[config.mk]
export PLATFORM = sky130hd
export DESIGN_NAME = lsd_core
export DESIGN_NICKNAME = d
export VERILOG_FILES = /design/src/core/lsd_pkg.sv /design/src/core/lsd_core.sv /design/src/core/lsd_fifo.sv
export SDC_FILE = /design/constraint.sdc
export NUM_CORES = 1
export LEC_CHECK = 0
export BUFFER_PORTS_ARGS = -buffer_cell sky130_fd_sc_hd__buf_2
export CAP_MARGIN = 0
export CORE_ASPECT_RATIO = 0.6
export CORE_MARGIN = 8
export CORE_UTILIZATION = 30
export CTS_CLUSTER_DIAMETER = 40
export DETAILED_ROUTE_END_ITERATION = 12
export MAX_ROUTING_LAYER = met4
export PLACE_DENSITY = 0.45
export RECOVER_POWER = 25
export SYNTH_ARGS = -nofsm -noshare
export SYNTH_HDL_FRONTEND = slang
export SYNTH_SLANG_ARGS = --single-unit
export TNS_END_PERCENT = 10
[constraint.sdc]
create_clock -name sys_clk_in -period 2.9 [get_ports sys_clk_in]
set_input_delay 0.145 -clock sys_clk_in [delete_from_list [all_inputs] [get_ports sys_clk_in]]
set_output_delay 0.145 -clock sys_clk_in [all_outputs]
set_load 0.03 [all_outputs]
[src/core/lsd_pkg.sv]
// Shared constants and carrier types for the LED sink shift/latch block.
package lsd_pkg;

   // ==========================================================
   // Widths and sizes
   localparam int unsigned LSD_CHANNELS   = 16;
   localparam int unsigned LSD_FIFO_DEPTH = 4;
   localparam int unsigned LSD_FIFO_WIDTH = 1;

   // ==========================================================
   // Reset and drive values
   localparam logic [LSD_CHANNELS-1:0] LSD_CHAN_OFF = 16'h0000;
   localparam logic [LSD_CHANNELS-1:0] LSD_REG_RST  = 16'h0000;
   localparam logic [3:0]              LSD_PIN_RST  = 4'h0;
   localparam int unsigned             LSD_LAST_STAGE = LSD_CHANNELS - 1;

   // ==========================================================
   // Timing: system clock and fastest shift clock the controller may use.
   localparam int unsigned LSD_SYS_CLK_HZ     = 20_000_000;
   localparam int unsigned LSD_SHIFT_CLK_MAX_MHZ = 25;

   // ==========================================================
   // Pin group sampled from outside the clock domain.
   typedef struct packed {
      logic serial;
      logic shift_clk;
      logic strobe;
      logic blank;
   } lsd_pins_t;

endpackage

[src/core/lsd_core.sv]
// Serial-in, latched parallel-out control logic of a 16-channel LED sink driver.
// Functional notes
// Sixteen-stage shift register feeds sixteen-bit channel latch.
// Rising shift clock loads input, advances every stage; a rise that finds the four-entry buffer full (shift_stall_in held) is dropped.
// Strobe high passes register; strobe low holds.
// Enable input high forces every channel off.
// Cascade output shows the last register stage.
// Controller keeps shift clock at most 25 MHz; this core needs each clock phase at least three system cycles long.
// Falling shift clock changes nothing at all.
`timescale 1ns/10ps
`default_nettype none
module lsd_core
   import lsd_pkg::*;
(
   // Clock and reset
   input  wire logic                    sys_clk_in,
   input  wire logic                    rst_n_in,
   // Serial link from the display controller
   input  wire logic                    serial_data_in,
   input  wire logic                    shift_clk_in,
   input  wire logic                    latch_strobe_in,
   input  wire logic                    output_enable_n_in,
   // Stall from the downstream drain logic
   input  wire logic                    shift_stall_in,
   // Outputs
   output logic [lsd_pkg::LSD_CHANNELS-1:0] led_sink_channels_out,
   output logic                         cascade_data_out,
   output logic                         accept_ready_out
);
   import lsd_pkg::*;

   localparam int unsigned PIN_BITS = $bits(lsd_pins_t);

   // ==========================================================
   // Pin sampling: three flip-flops on every pin from the controller.
   lsd_pins_t pins_raw;
   lsd_pins_t sync1_reg;
   lsd_pins_t sync1_next;
   lsd_pins_t sync2_reg;
   lsd_pins_t sync2_next;
   lsd_pins_t sync3_reg;
   lsd_pins_t sync3_next;

   always_comb begin
      pins_raw.serial    = serial_data_in;
      pins_raw.shift_clk = shift_clk_in;
      pins_raw.strobe    = latch_strobe_in;
      pins_raw.blank     = output_enable_n_in;
      sync1_next         = pins_raw;
      sync2_next         = sync1_reg;
      sync3_next         = sync2_reg;
   end

   always_ff @(posedge sys_clk_in) begin
      if (!rst_n_in) begin
         sync1_reg <= LSD_PIN_RST;
         sync2_reg <= LSD_PIN_RST;
         sync3_reg <= LSD_PIN_RST;
      end else begin
         sync1_reg <= sync1_next;
         sync2_reg <= sync2_next;
         sync3_reg <= sync3_next;
      end
   end

   // ==========================================================
   // Agreement filter. Each pin is judged on its own, so a strobe or enable
   // change close to a shift edge cannot hold that edge back.
   lsd_pins_t filt_reg;
   lsd_pins_t filt_next;

   always_comb begin
      filt_next = filt_reg;
      for (int unsigned i = 0; i < PIN_BITS; i++) begin
         if (sync2_reg[i] == sync3_reg[i]) begin
            filt_next[i] = sync3_reg[i];
         end
      end
   end

   always_ff @(posedge sys_clk_in) begin
      if (!rst_n_in) begin
         filt_reg <= LSD_PIN_RST;
      end else begin
         filt_reg <= filt_next;
      end
   end

   // ==========================================================
   // Shift clock edge detection.
   logic sclk_prev_reg;
   logic sclk_prev_next;
   logic sclk_rise;

   always_comb begin
      sclk_prev_next = filt_reg.shift_clk;
      // Only the low-to-high change is an event; a falling edge touches nothing.
      sclk_rise      = filt_reg.shift_clk && !sclk_prev_reg;
   end

   always_ff @(posedge sys_clk_in) begin
      if (!rst_n_in) begin
         // Same level as the filter's reset, so release makes no false edge.
         sclk_prev_reg <= 1'h0;
      end else begin
         sclk_prev_reg <= sclk_prev_next;
      end
   end

   // ==========================================================
   // Bit buffer. Sampling at 20 MHz cannot follow a 25 MHz shift clock; the
   // controller must keep each clock phase at least three system cycles long.
   logic fifo_wr_ready;
   logic fifo_rd_valid;
   logic fifo_rd_data;
   logic fifo_rd_ready;

   assign fifo_rd_ready = !shift_stall_in;

   lsd_fifo #(
      .WIDTH (LSD_FIFO_WIDTH),
      .DEPTH (LSD_FIFO_DEPTH)
   ) u_fifo (
      .sys_clk_in   (sys_clk_in),
      .rst_n_in     (rst_n_in),
      .wr_valid_in  (sclk_rise),
      .wr_data_in   (filt_reg.serial),
      .wr_ready_out (fifo_wr_ready),
      .rd_valid_out (fifo_rd_valid),
      .rd_data_out  (fifo_rd_data),
      .rd_ready_in  (fifo_rd_ready)
   );

   // ==========================================================
   // Shift register: one stage per channel, new bits enter at stage zero.
   logic [LSD_CHANNELS-1:0] shift_reg;
   logic [LSD_CHANNELS-1:0] shift_next;
   logic                    shift_take;

   always_comb begin
      shift_take = fifo_rd_valid && fifo_rd_ready;
      shift_next = shift_reg;
      if (shift_take) begin
         shift_next = {shift_reg[LSD_LAST_STAGE-1:0], fifo_rd_data};
      end
   end

   always_ff @(posedge sys_clk_in) begin
      if (!rst_n_in) begin
         shift_reg <= LSD_REG_RST;
      end else begin
         shift_reg <= shift_next;
      end
   end

   // ==========================================================
   // Channel latch.
   logic [LSD_CHANNELS-1:0] latch_reg;
   logic [LSD_CHANNELS-1:0] latch_next;

   always_comb begin
      latch_next = latch_reg;
      // Transparency at system-clock resolution keeps the outputs registered.
      if (filt_reg.strobe) begin
         latch_next = shift_next;
      end
   end

   always_ff @(posedge sys_clk_in) begin
      if (!rst_n_in) begin
         latch_reg <= LSD_REG_RST;
      end else begin
         latch_reg <= latch_next;
      end
   end

   // ==========================================================
   // Channel drive.
   logic [LSD_CHANNELS-1:0] chan_reg;
   logic [LSD_CHANNELS-1:0] chan_next;

   always_comb begin
      chan_next = filt_reg.blank ? LSD_CHAN_OFF : latch_next;
   end

   always_ff @(posedge sys_clk_in) begin
      if (!rst_n_in) begin
         chan_reg <= LSD_CHAN_OFF;
      end else begin
         chan_reg <= chan_next;
      end
   end

   // ==========================================================
   // Cascade output.
   logic cascade_reg;
   logic cascade_next;

   always_comb begin
      cascade_next = shift_next[LSD_LAST_STAGE];
   end

   always_ff @(posedge sys_clk_in) begin
      if (!rst_n_in) begin
         cascade_reg <= 1'h0;
      end else begin
         cascade_reg <= cascade_next;
      end
   end

   // ==========================================================
   // Buffer space flag.
   logic ready_reg;
   logic ready_next;

   always_comb begin
      ready_next = fifo_wr_ready;
   end

   always_ff @(posedge sys_clk_in) begin
      if (!rst_n_in) begin
         ready_reg <= 1'h0;
      end else begin
         ready_reg <= ready_next;
      end
   end

   // ==========================================================
   // Outputs come straight from the registers above.
   assign led_sink_channels_out = chan_reg;
   assign cascade_data_out      = cascade_reg;
   assign accept_ready_out      = ready_reg;

endmodule
`default_nettype wire

[src/core/lsd_fifo.sv]
// Small valid/ready FIFO placed between pin sampling and the shift register.
`timescale 1ns/10ps
`default_nettype none
module lsd_fifo #(
   parameter int unsigned WIDTH = 1,
   parameter int unsigned DEPTH = 4
) (
   // Clock and reset
   input  wire logic             sys_clk_in,
   input  wire logic             rst_n_in,
   // Fill side
   input  wire logic             wr_valid_in,
   input  wire logic [WIDTH-1:0] wr_data_in,
   output logic                  wr_ready_out,
   // Drain side
   output logic                  rd_valid_out,
   output logic [WIDTH-1:0]      rd_data_out,
   input  wire logic             rd_ready_in
);
   localparam int unsigned AW = $clog2(DEPTH);
   localparam logic [AW:0] FULL_COUNT = (AW+1)'(DEPTH);
   localparam logic [AW:0] ONE_COUNT  = (AW+1)'(1);
   localparam logic [AW-1:0] PTR_LAST = AW'(DEPTH - 1);
   localparam logic [AW-1:0] PTR_ONE  = AW'(1);

   logic [WIDTH-1:0] mem_reg [DEPTH];
   logic [AW-1:0]    wr_ptr_reg;
   logic [AW-1:0]    wr_ptr_next;
   logic [AW-1:0]    rd_ptr_reg;
   logic [AW-1:0]    rd_ptr_next;
   logic [AW:0]      count_reg;
   logic [AW:0]      count_next;
   logic             push;
   logic             pop;

   assign wr_ready_out = (count_reg != FULL_COUNT);
   assign rd_valid_out = (count_reg != '0);
   assign rd_data_out  = mem_reg[rd_ptr_reg];

   // ==========================================================
   // Pointer and occupancy
   always_comb begin
      push        = wr_valid_in && wr_ready_out;
      pop         = rd_valid_out && rd_ready_in;
      wr_ptr_next = wr_ptr_reg;
      rd_ptr_next = rd_ptr_reg;
      count_next  = count_reg;
      if (push) begin
         wr_ptr_next = (wr_ptr_reg == PTR_LAST) ? '0 : wr_ptr_reg + PTR_ONE;
      end
      if (pop) begin
         rd_ptr_next = (rd_ptr_reg == PTR_LAST) ? '0 : rd_ptr_reg + PTR_ONE;
      end
      if (push && !pop) begin
         count_next = count_reg + ONE_COUNT;
      end else if (pop && !push) begin
         count_next = count_reg - ONE_COUNT;
      end
   end

   always_ff @(posedge sys_clk_in) begin
      if (!rst_n_in) begin
         wr_ptr_reg <= '0;
         rd_ptr_reg <= '0;
         count_reg  <= '0;
      end else begin
         wr_ptr_reg <= wr_ptr_next;
         rd_ptr_reg <= rd_ptr_next;
         count_reg  <= count_next;
      end
   end

   // Storage needs no reset; an entry is never read before it is written.
   always_ff @(posedge sys_clk_in) begin
      if (push) begin
         mem_reg[wr_ptr_reg] <= wr_data_in;
      end
   end

endmodule
`default_nettype wire

# [Yosys cells after proc, flatten, opt, wreduce, memory -nomap -nowiden]
# Memories as Yosys holds them, arrays and structs flattened. A register that Yosys moved wholly into a read port is not among the register bits.
# Index checks and enable logic that the tools add are counted.
[totals] regBits=74 mem_bits_rw=4 in_bits=7 output_inout_bits=18 elab_cells=60 n_memories=1
[mem_list] name="u_fifo.mem_reg" words=4 width=1 rd=1 rd_clocked_by_memory_dff=1 write_ports=1 line="lsd_fifo.sv:26" source="logic [WIDTH-1:0] mem_reg [DEPTH];"
[op_classes] add_sub_neg=4 n_eq_ne=7 mux=10 bitwise=1 n_reduce_logical=12
[op_table] operator="$mux W16" count=2
[op_table] operator="$mux W2" count=4
[op_table] operator="$mux W3" count=2
[op_table] operator="$logic_and A1 B1 Y1" count=5
[op_table] operator="$add A2 B1 Y2 const B" count=2
[op_table] operator="$eq A1 B1 Y1" count=4
[op_table] operator="$eq A2 B2 Y1 const B" count=2
[op_table] operator="$logic_not A1 Y1" count=4
[op_table] operator="$add A3 B1 Y3 const B" count=1
[op_table] operator="$ne A3 B3 Y1 const B" count=1
[op_table] operator="$reduce_bool A3 Y1" count=1
[op_table] operator="$sub A3 B1 Y3 const B" count=1
[op_table] operator="$mux W1" count=2
[op_table] operator="$reduce_bool A2 Y1" count=1
[op_table] operator="$reduce_or A2 Y1" count=1
[op_table] operator="$not A1 Y1" count=1

# [Logic depth before layout (Yosys ltp)]
# Gate-level depths: netlist (run 1).
[depth] ltp_word=7 depth_mapped=10 depth_no_buf=8

# [By module]
# From an unflattened synthesis (run 1), not the netlist that was laid out.
[unflattened] cells_unflattened=263 hier_area_um2=2792.7
[by_module_without_submodules] module="lsd_core" n_inst=1 cells_each=207 area_per_inst_um2=2164.6 seq_area_each_um2=1321.3
[by_module_without_submodules] module="lsd_fifo" n_inst=1 cells_each=56 area_per_inst_um2=628.1 seq_area_each_um2=300.3

# [Worst setup path after synthesis (run 1)]
# Ideal clock, no wire load.
[synth_timing] path_type="flip-flop to flip-flop" from="reg u_fifo.count_reg[0]" to="reg u_fifo.count_reg[2]" setup_ns=0.070 arrival_ns=2.303 required_time_ns=2.830 setup_slack_ns=0.527 stages_incl_launch_ff=11 n_path_buf=2 synth_period_minus_slack_ns=2.373 path_cell_list="dfxtp_1 -> or3_1 -> buf_6 -> buf_6 -> nand2_1 -> ha_1 -> inv_1 -> fa_1 -> xor2_1 -> or3_2 -> a21oi_1"
[synth_via] elab_chain_len=5 word_cells_on_any_way=13 cone_classes="2 x add/sub; 1 x eq/ne; 2 x mux; 8 x reduce/logical"
[synth_lines] item="start: declaration" line="lsd_fifo.sv:31" source="logic [AW:0] count_reg;"
[synth_lines] item="start signal: assignment" line="lsd_fifo.sv:69" source="count_reg <= count_next;"
[synth_lines] item="branches (longest 5 deep; another with $sub A3 B1 Y3)"
# Several ways; the timed one is not identified. The select of a mux whose other input is x is not followed.
# A chain may end at the register's enable or synchronous reset.

# [Final worst setup path (run 1)]
[layout_timing] from="reg u_fifo.count_reg[0]" to="reg u_fifo.count_reg[2]"
[layout_via] elab_chain_len=5 word_cells_on_any_way=13 cone_classes="2 x add/sub; 1 x eq/ne; 2 x mux; 8 x reduce/logical"
[layout_lines] item="$ne A3 B3 Y1 (*)" line="lsd_fifo.sv:36" source="assign wr_ready_out = (count_reg != FULL_COUNT);"
[layout_lines] item="$logic_and A1 B1 Y1 (*)" line="lsd_fifo.sv:43" source="push = wr_valid_in && wr_ready_out;"
[layout_lines] item="via u_fifo.push" line="lsd_fifo.sv:33" source="logic push;"
[layout_lines] item="$logic_not A1 Y1" line="lsd_fifo.sv:56" source="end else if (pop && !push) begin"
[layout_lines] item="$logic_and A1 B1 Y1" line="lsd_fifo.sv:56"
[layout_lines] item="$reduce_bool A2 Y1 (no line)"
# Mark *: on every way through the listed nets, which the timed path passes. The rest lies on a longest branch. The select of a mux whose other input is x is not followed.

==> run summary, run 1 <==
outcome - finished, final reports clean
r2r setup slk - 0.56 ns
Detailed Place HPWL - 3720 um
global-route wire length before repair - 9630 um
Tmin final - 2.34 ns
fmax - 0.428 GHz
Synth Instances - 268
worst vdd ir - 0.293 mV
post-synth top area cell - dfxtp_1
actual slew at the worst max-slew pin - 0.757 ns
hold depth - 2
RSZ-0062 raised after global routing - false
buffers added on ports - 24
post-route cell area - 3310 um^2
Reg2Reg Depth - 9
DRT antenna net count - 0
Setup TNS - 0 ns
startpoint types - flop
clk_lat worst skew - 0.34 ns
Crit path max-delay family - simple AND/OR/NAND/NOR gates
Worst-path clk slew - 0.06 ns
H-tree Lvls - 3
Lkg Pwr - 1.17 nW
origin of the critical flop-to-flop path - u_fifo.count_reg[0]
Setup WS pre-CTS - 0.555 ns
largest net degree at the start of global routing - 30
Worst Clk Skew - 0.00484 ns
WP depth - 9
CTS Buffer Depth - 2
GP Congestion - 0.741
area delta synth->final - 18.4%
Die Span X - 141 um
Seq/Total Area, Yosys - 58.0%
Pins Over Slew Limit - 0
# DRC - 0
cts hold-fix bufs - 0
diode count - 0
Max-cap violations - 0
CP cell instances - nor3b_1 -> buf_4 -> nor2_1 -> ha_1 -> inv_1 -> fa_1 -> xor2_1 -> or3_2 -> a21oi_1
num ports - 25
Initial Util - 30.6%
die area - 12800 um^2
PD cells - 809 nW/um^2
fin crit share - 80.5%
CTS tree - built
Fin. Hold Viols - 0
row count - 27
antenna violations before repair - 0
drt wl/cell - 13.9 um
Worst Path Arrival - 2.60 ns
count of cell types in the netlist - 34
hold_ws - 0.0105 ns
Iter 0 DRT Violations - 164
final wirelength - 5720 um
Yosys warnings - 0
CTS resizes - 0
clk sink count - 79
core box area - 9120 um^2
cts bufs inserted - 9
drt pass-1 iters - 4
WP buf/inv - 2
#FFs+latches synth - 79
Avg Vias per Cell - 4.88
via count - 2015
area share of the largest cell type after synthesis - 53.7%
setup ws final - 0.565 ns
crit end category - flop
Crit Path Max Fanout - 6
class of the worst hold path - in -> reg
Syn Nets - 282
syn_area_per_cell - 10.4 um^2
Post-CTS Setup Inserts - 0
top cells by area, synth - dfxtp_1, a311oi_1, a21oi_1
share of layout cells above drive strength 1 - 16.2%
root buffer cell - clkbuf_16
CP max-delay cell - dfxtp_1
# setup viols final - 0
fillers - 952
die height - 90.8 um
sink of the worst hold path - sync1_reg[2]
number of global-route vias before repair - 1869
kind of critical path - reg -> reg
overall routing resource usage - 9.91%
Slew headroom - 49.6%
Cell Area, Placed - 3030 um^2
GRT Residual Overflow - 0
hold_sp - shift_clk_in
fin nets - 306
reg-to-reg endpoint - u_fifo.count_reg[2]
Worst path max stage delay - 0.43 ns
Synth Cell Area - 2790 um^2
Worst EP required - 3.17 ns
-- how the worst max path moves through the flow --
| stage | start | end | slack (ns) |
|---|---|---|---|
| floorplan | u_fifo.count_reg[0] | u_fifo.count_reg[2] | 0.53 |
| global placement | u_fifo.count_reg[0] | u_fifo.count_reg[2] | 0.59 |
| detailed placement | u_fifo.count_reg[0] | u_fifo.count_reg[2] | 0.55 |
| CTS | u_fifo.count_reg[0] | u_fifo.count_reg[2] | 0.53 |
| global route | u_fifo.count_reg[0] | u_fifo.count_reg[2] | 0.36 |
| finish | u_fifo.count_reg[0] | u_fifo.count_reg[2] | 0.56 |
-- Yosys cell counts (all sizes together) --
| cell | count |
|---|---|
| clkinv | 2 |
| nor2 | 19 |
| and2 | 17 |
| xor2 | 2 |
| nand3b | 1 |
| a311oi | 30 |
| mux4 | 1 |
| or4 | 2 |
| nor3b | 2 |
| nand3 | 18 |
| clkbuf | 12 |
| inv | 3 |
| o21ai | 24 |
| dfxtp | 75 |
| o21a | 2 |
| fa | 1 |
| edfxtp | 4 |
| ha | 6 |
| buf | 8 |
| mux2i | 1 |
| o2111ai | 1 |
| a31oi | 1 |
| nand2 | 6 |
| nand2b | 2 |
| nor3 | 1 |
| nand4b | 1 |
| or3 | 2 |
| a21oi | 24 |
-- worst reg2reg max path: cells and delay by family (launching register included) --
family                   cells  cell delay [ns]
AO/OA/AOI/OAI                1             0.14
XOR/XNOR                     1             0.16
adder cells (fa/ha/maj)      2             0.61
buffers and inverters        2             0.21
flip-flops                   1             0.43
AND/OR/NAND/NOR              3             0.72
-- per-stage QoR --
step / power [mW] / cells / util, %
2_1_floorplan: 1.53 / 268 / -
3_3_place_gp: 1.62 / 397 / 33.2
3_5_place_dp: 1.61 / 397 / 33.2
4_1_cts: 2.71 / 413 / 36.4
5_1_grt: 2.82 / 413 / 36.3
6_report: 2.68 / 413 / 36.3
-- per-layer routing --
| layer | track usage (%) | wire length [um] | part of all wire, % |
|---|---|---|---|
| met1 | 13.2 | 3120 | 55 |
| met2 | 12.4 | 2220 | 39 |
| met3 | 4.22 | 306 | 5.3 |
| met4 | 4.54 | 70 | 1.2 |
| met5 | - | 0 | 0 |
-- power breakdown --
group / total (mW) / internal [mW] / switching, mW
Clock: 1.09 / 0.658 / 0.432
Sequential: 1.19 / 1.15 / 0.0395
Combinational: 0.398 / 0.132 / 0.267
Total: 2.68 / 1.94 / 0.739
-- cells by family (layout without fill, tap and decap cells) --
kind of cell / Yosys count / in the layout / share of synthesized area [%]
xor gates and xnor gates: 2 / 2 / 0.627
AOI/OAI and AO/OA: 82 / 82 / 19.1
adders and majority gates: 7 / 7 / 3.40
buffers and inverters: 25 / 54 / 4.16
muxes: 2 / 2 / 1.16
and+or+nand+nor: 71 / 71 / 13.5
DFF: 79 / 79 / 58.0
-- cells in the final DEF, fill, tap and decap left out, types with 3 or more instances in the layout --
master,Yosys,final
clkbuf_16,0,9
inv_1,3,3
and2_1,13,9
and2_2,4,4
clkbuf_1,11,7
dfxtp_1,75,75
a311oi_1,30,30
clkinv_2,0,3
buf_4,0,8
a21oi_1,24,24
o21ai_1,3,3
nor2_1,19,19
clkinv_1,2,3
and2_0,0,4
ha_1,6,6
buf_2,5,18
nand2_1,6,6
nand3_1,18,18
o21ai_0,21,21
edfxtp_1,4,4
-- final cells by class --
type,count,area [um^2],area share [%]
repair buffers,33,176,5.33
clock inverters,7,63.8,1.93
multi-input cells,164,1060,31.9
clock buffers,9,225,6.81
inverters,5,18.8,0.568
well taps,116,145,4.39
flip-flops and latches,79,1620,49.0
No activity file was read; power rests on OpenSTA's default activity.
==> run 2: changes to the inputs <==
==> constraint.sdc (replaced) <==
create_clock -name sys_clk_in -period 2.4 [get_ports sys_clk_in]
set_input_delay 0.12 -clock sys_clk_in [delete_from_list [all_inputs] [get_ports sys_clk_in]]
set_output_delay 0.12 -clock sys_clk_in [all_outputs]
set_load 0.03 [all_outputs]
==> run 2 against run 1 <==
Clock power up 35%; first-iteration DRC count down 16%; hold slack better by 0.15 ns; critical path type unchanged.
==> run summary, run 2 (synthesized netlist as in run 1, its figures left out) <==
CTS tree - built
Avg Vias per Cell - 4.82
Post-CTS Setup Inserts - 0
WP buf/inv - 1
Reg2Reg Depth - 8
final wirelength - 5670 um
r2r setup slk - 0.18 ns
CTS Buffer Depth - 2
area delta synth->final - 21.6%
Worst path max stage delay - 0.40 ns
die area - 12800 um^2
Die Span X - 141 um
Fin. Hold Viols - 0
sequential cell area - 1620 um^2
most frequent cells in the layout - dfxtp_1, a311oi_1, a21oi_1
number of global-route vias before repair - 1899
crit end category - flop
H-tree Lvls - 3
core box area - 9120 um^2
Detailed Place HPWL - 3600 um
buffers added on ports - 24
row count - 27
fmax - 0.450 GHz
share of layout cells above drive strength 1 - 17.3%
CP max-delay cell - or3_1
drt wl/cell - 13.6 um
class of the worst hold path - in -> reg
Crit path max-delay family - simple AND/OR/NAND/NOR gates
grt met3 use - 4.27%
Worst Path Arrival - 2.49 ns
worst vdd ir - 0.372 mV
PD cells - 1000 nW/um^2
M2 GR Usage - 12.6%
Worst-path clk slew - 0.06 ns
fillers - 916
Initial Util - 30.6%
diode count - 0
Iter 0 DRT Violations - 137
final core occ - 37.2%
Lkg Pwr - 1.22 nW
fin crit share - 92.6%
setup ws final - 0.177 ns
Pins Over Slew Limit - 0
commonest non-fill, non-tap cell in the layout - dfxtp_1
global-route wire length before repair - 9630 um
die height - 90.8 um
# DRC - 0
drt pass-1 iters - 4
clk sink count - 79
CP cell instances - or3_1 -> nand2_1 -> ha_1 -> inv_1 -> fa_1 -> xor2_1 -> or3_2 -> a21oi_1
actual slew at the worst max-slew pin - 0.726 ns
GP Congestion - 0.774
WP depth - 8
outcome - finished, final reports clean
antenna violations before repair - 0
Max-cap violations - 0
kind of critical path - reg -> reg
clk_lat worst skew - 0.34 ns
RSZ-0062 raised after global routing - false
DRT antenna net count - 0
met1 usage - 12.8%
Worst EP required - 2.67 ns
largest net degree at the start of global routing - 38
via count - 2011
Worst Clk Skew - 0.00509 ns
root buffer cell - clkbuf_16
hold depth - 3
Tmin final - 2.22 ns
Slew headroom - 51.6%
fin nets - 310
cts bufs inserted - 9
Setup TNS - 0 ns
hold_ws - 0.156 ns
GRT Residual Overflow - 0
startpoint types - flop
Crit Path Max Fanout - 5
Setup WS pre-CTS - 0.177 ns
overall routing resource usage - 9.79%
# setup viols final - 0
global routing's busiest layer - met1
num ports - 25
Multi-input gate area - 1060 um^2
[run 2: cell types whose count changed in the layout (fill, tap and decap cells not counted), sizes merged]
cell | before | now
dlygate4sd3 | 0 | 4
buf | 26 | 29
clkbuf | 16 | 18
clkinvlp | 2 | 0
clkinv | 6 | 3
[run 2: worst paths after layout]
path | start | endpoint
setup / recovery | u_fifo.count_reg[0] | u_fifo.count_reg[2]
hold reg to reg | sync1_reg[3] | sync2_reg[3]
hold / removal | rst_n_in | latch_reg[0]
setup reg to reg | u_fifo.count_reg[0] | u_fifo.count_reg[2]
[run 2: cell type report]
cell class | count | share of cell area, %
well taps | 116 | 4.27
inverters | 5 | 0.552
repair buffers | 37 | 6.56
multi-input cells | 164 | 31.2
clock inverters | 2 | 1.03
flip-flops and latches | 79 | 47.7
clock buffers | 14 | 8.69
[run 2: metrics by stage]
step	area, um^2	std cells	total power [mW]
after detailed placement	3030	397	1.96
after floorplan	2790	268	1.85
final	3400	417	3.40
after global placement	3030	397	1.96
after global routing	3400	417	3.57
after CTS	3400	417	3.45
[run 2: metal layers]
layer / part of all wire (%) / vias up
li1: - / 1030
met1: 54 / 940
met2: 39 / 31
met3: 4.7 / 10
met4: 1.7 / 0
met5: 0 / -
[run 2: worst min-delay path, stage by stage]
cell and delay (ns):
buf_2 0.15, nand3b_1 0.11, nand3_1 0.08
[run 2: what timing repair did]
| item | CTS | global route |
|---|---|---|
| endpoints found under the hold margin | 4 | 0 |
| endpoints found under the setup margin | 0 | 1 |
| hold buffers | 4 | 0 |
| resized for setup | 0 | 1 |
[run 2: where the power goes]
part | switching, mW | internal [mW]
registers | 0.0507 | 1.39
clock network | 0.519 | 0.952
logic | 0.323 | 0.167
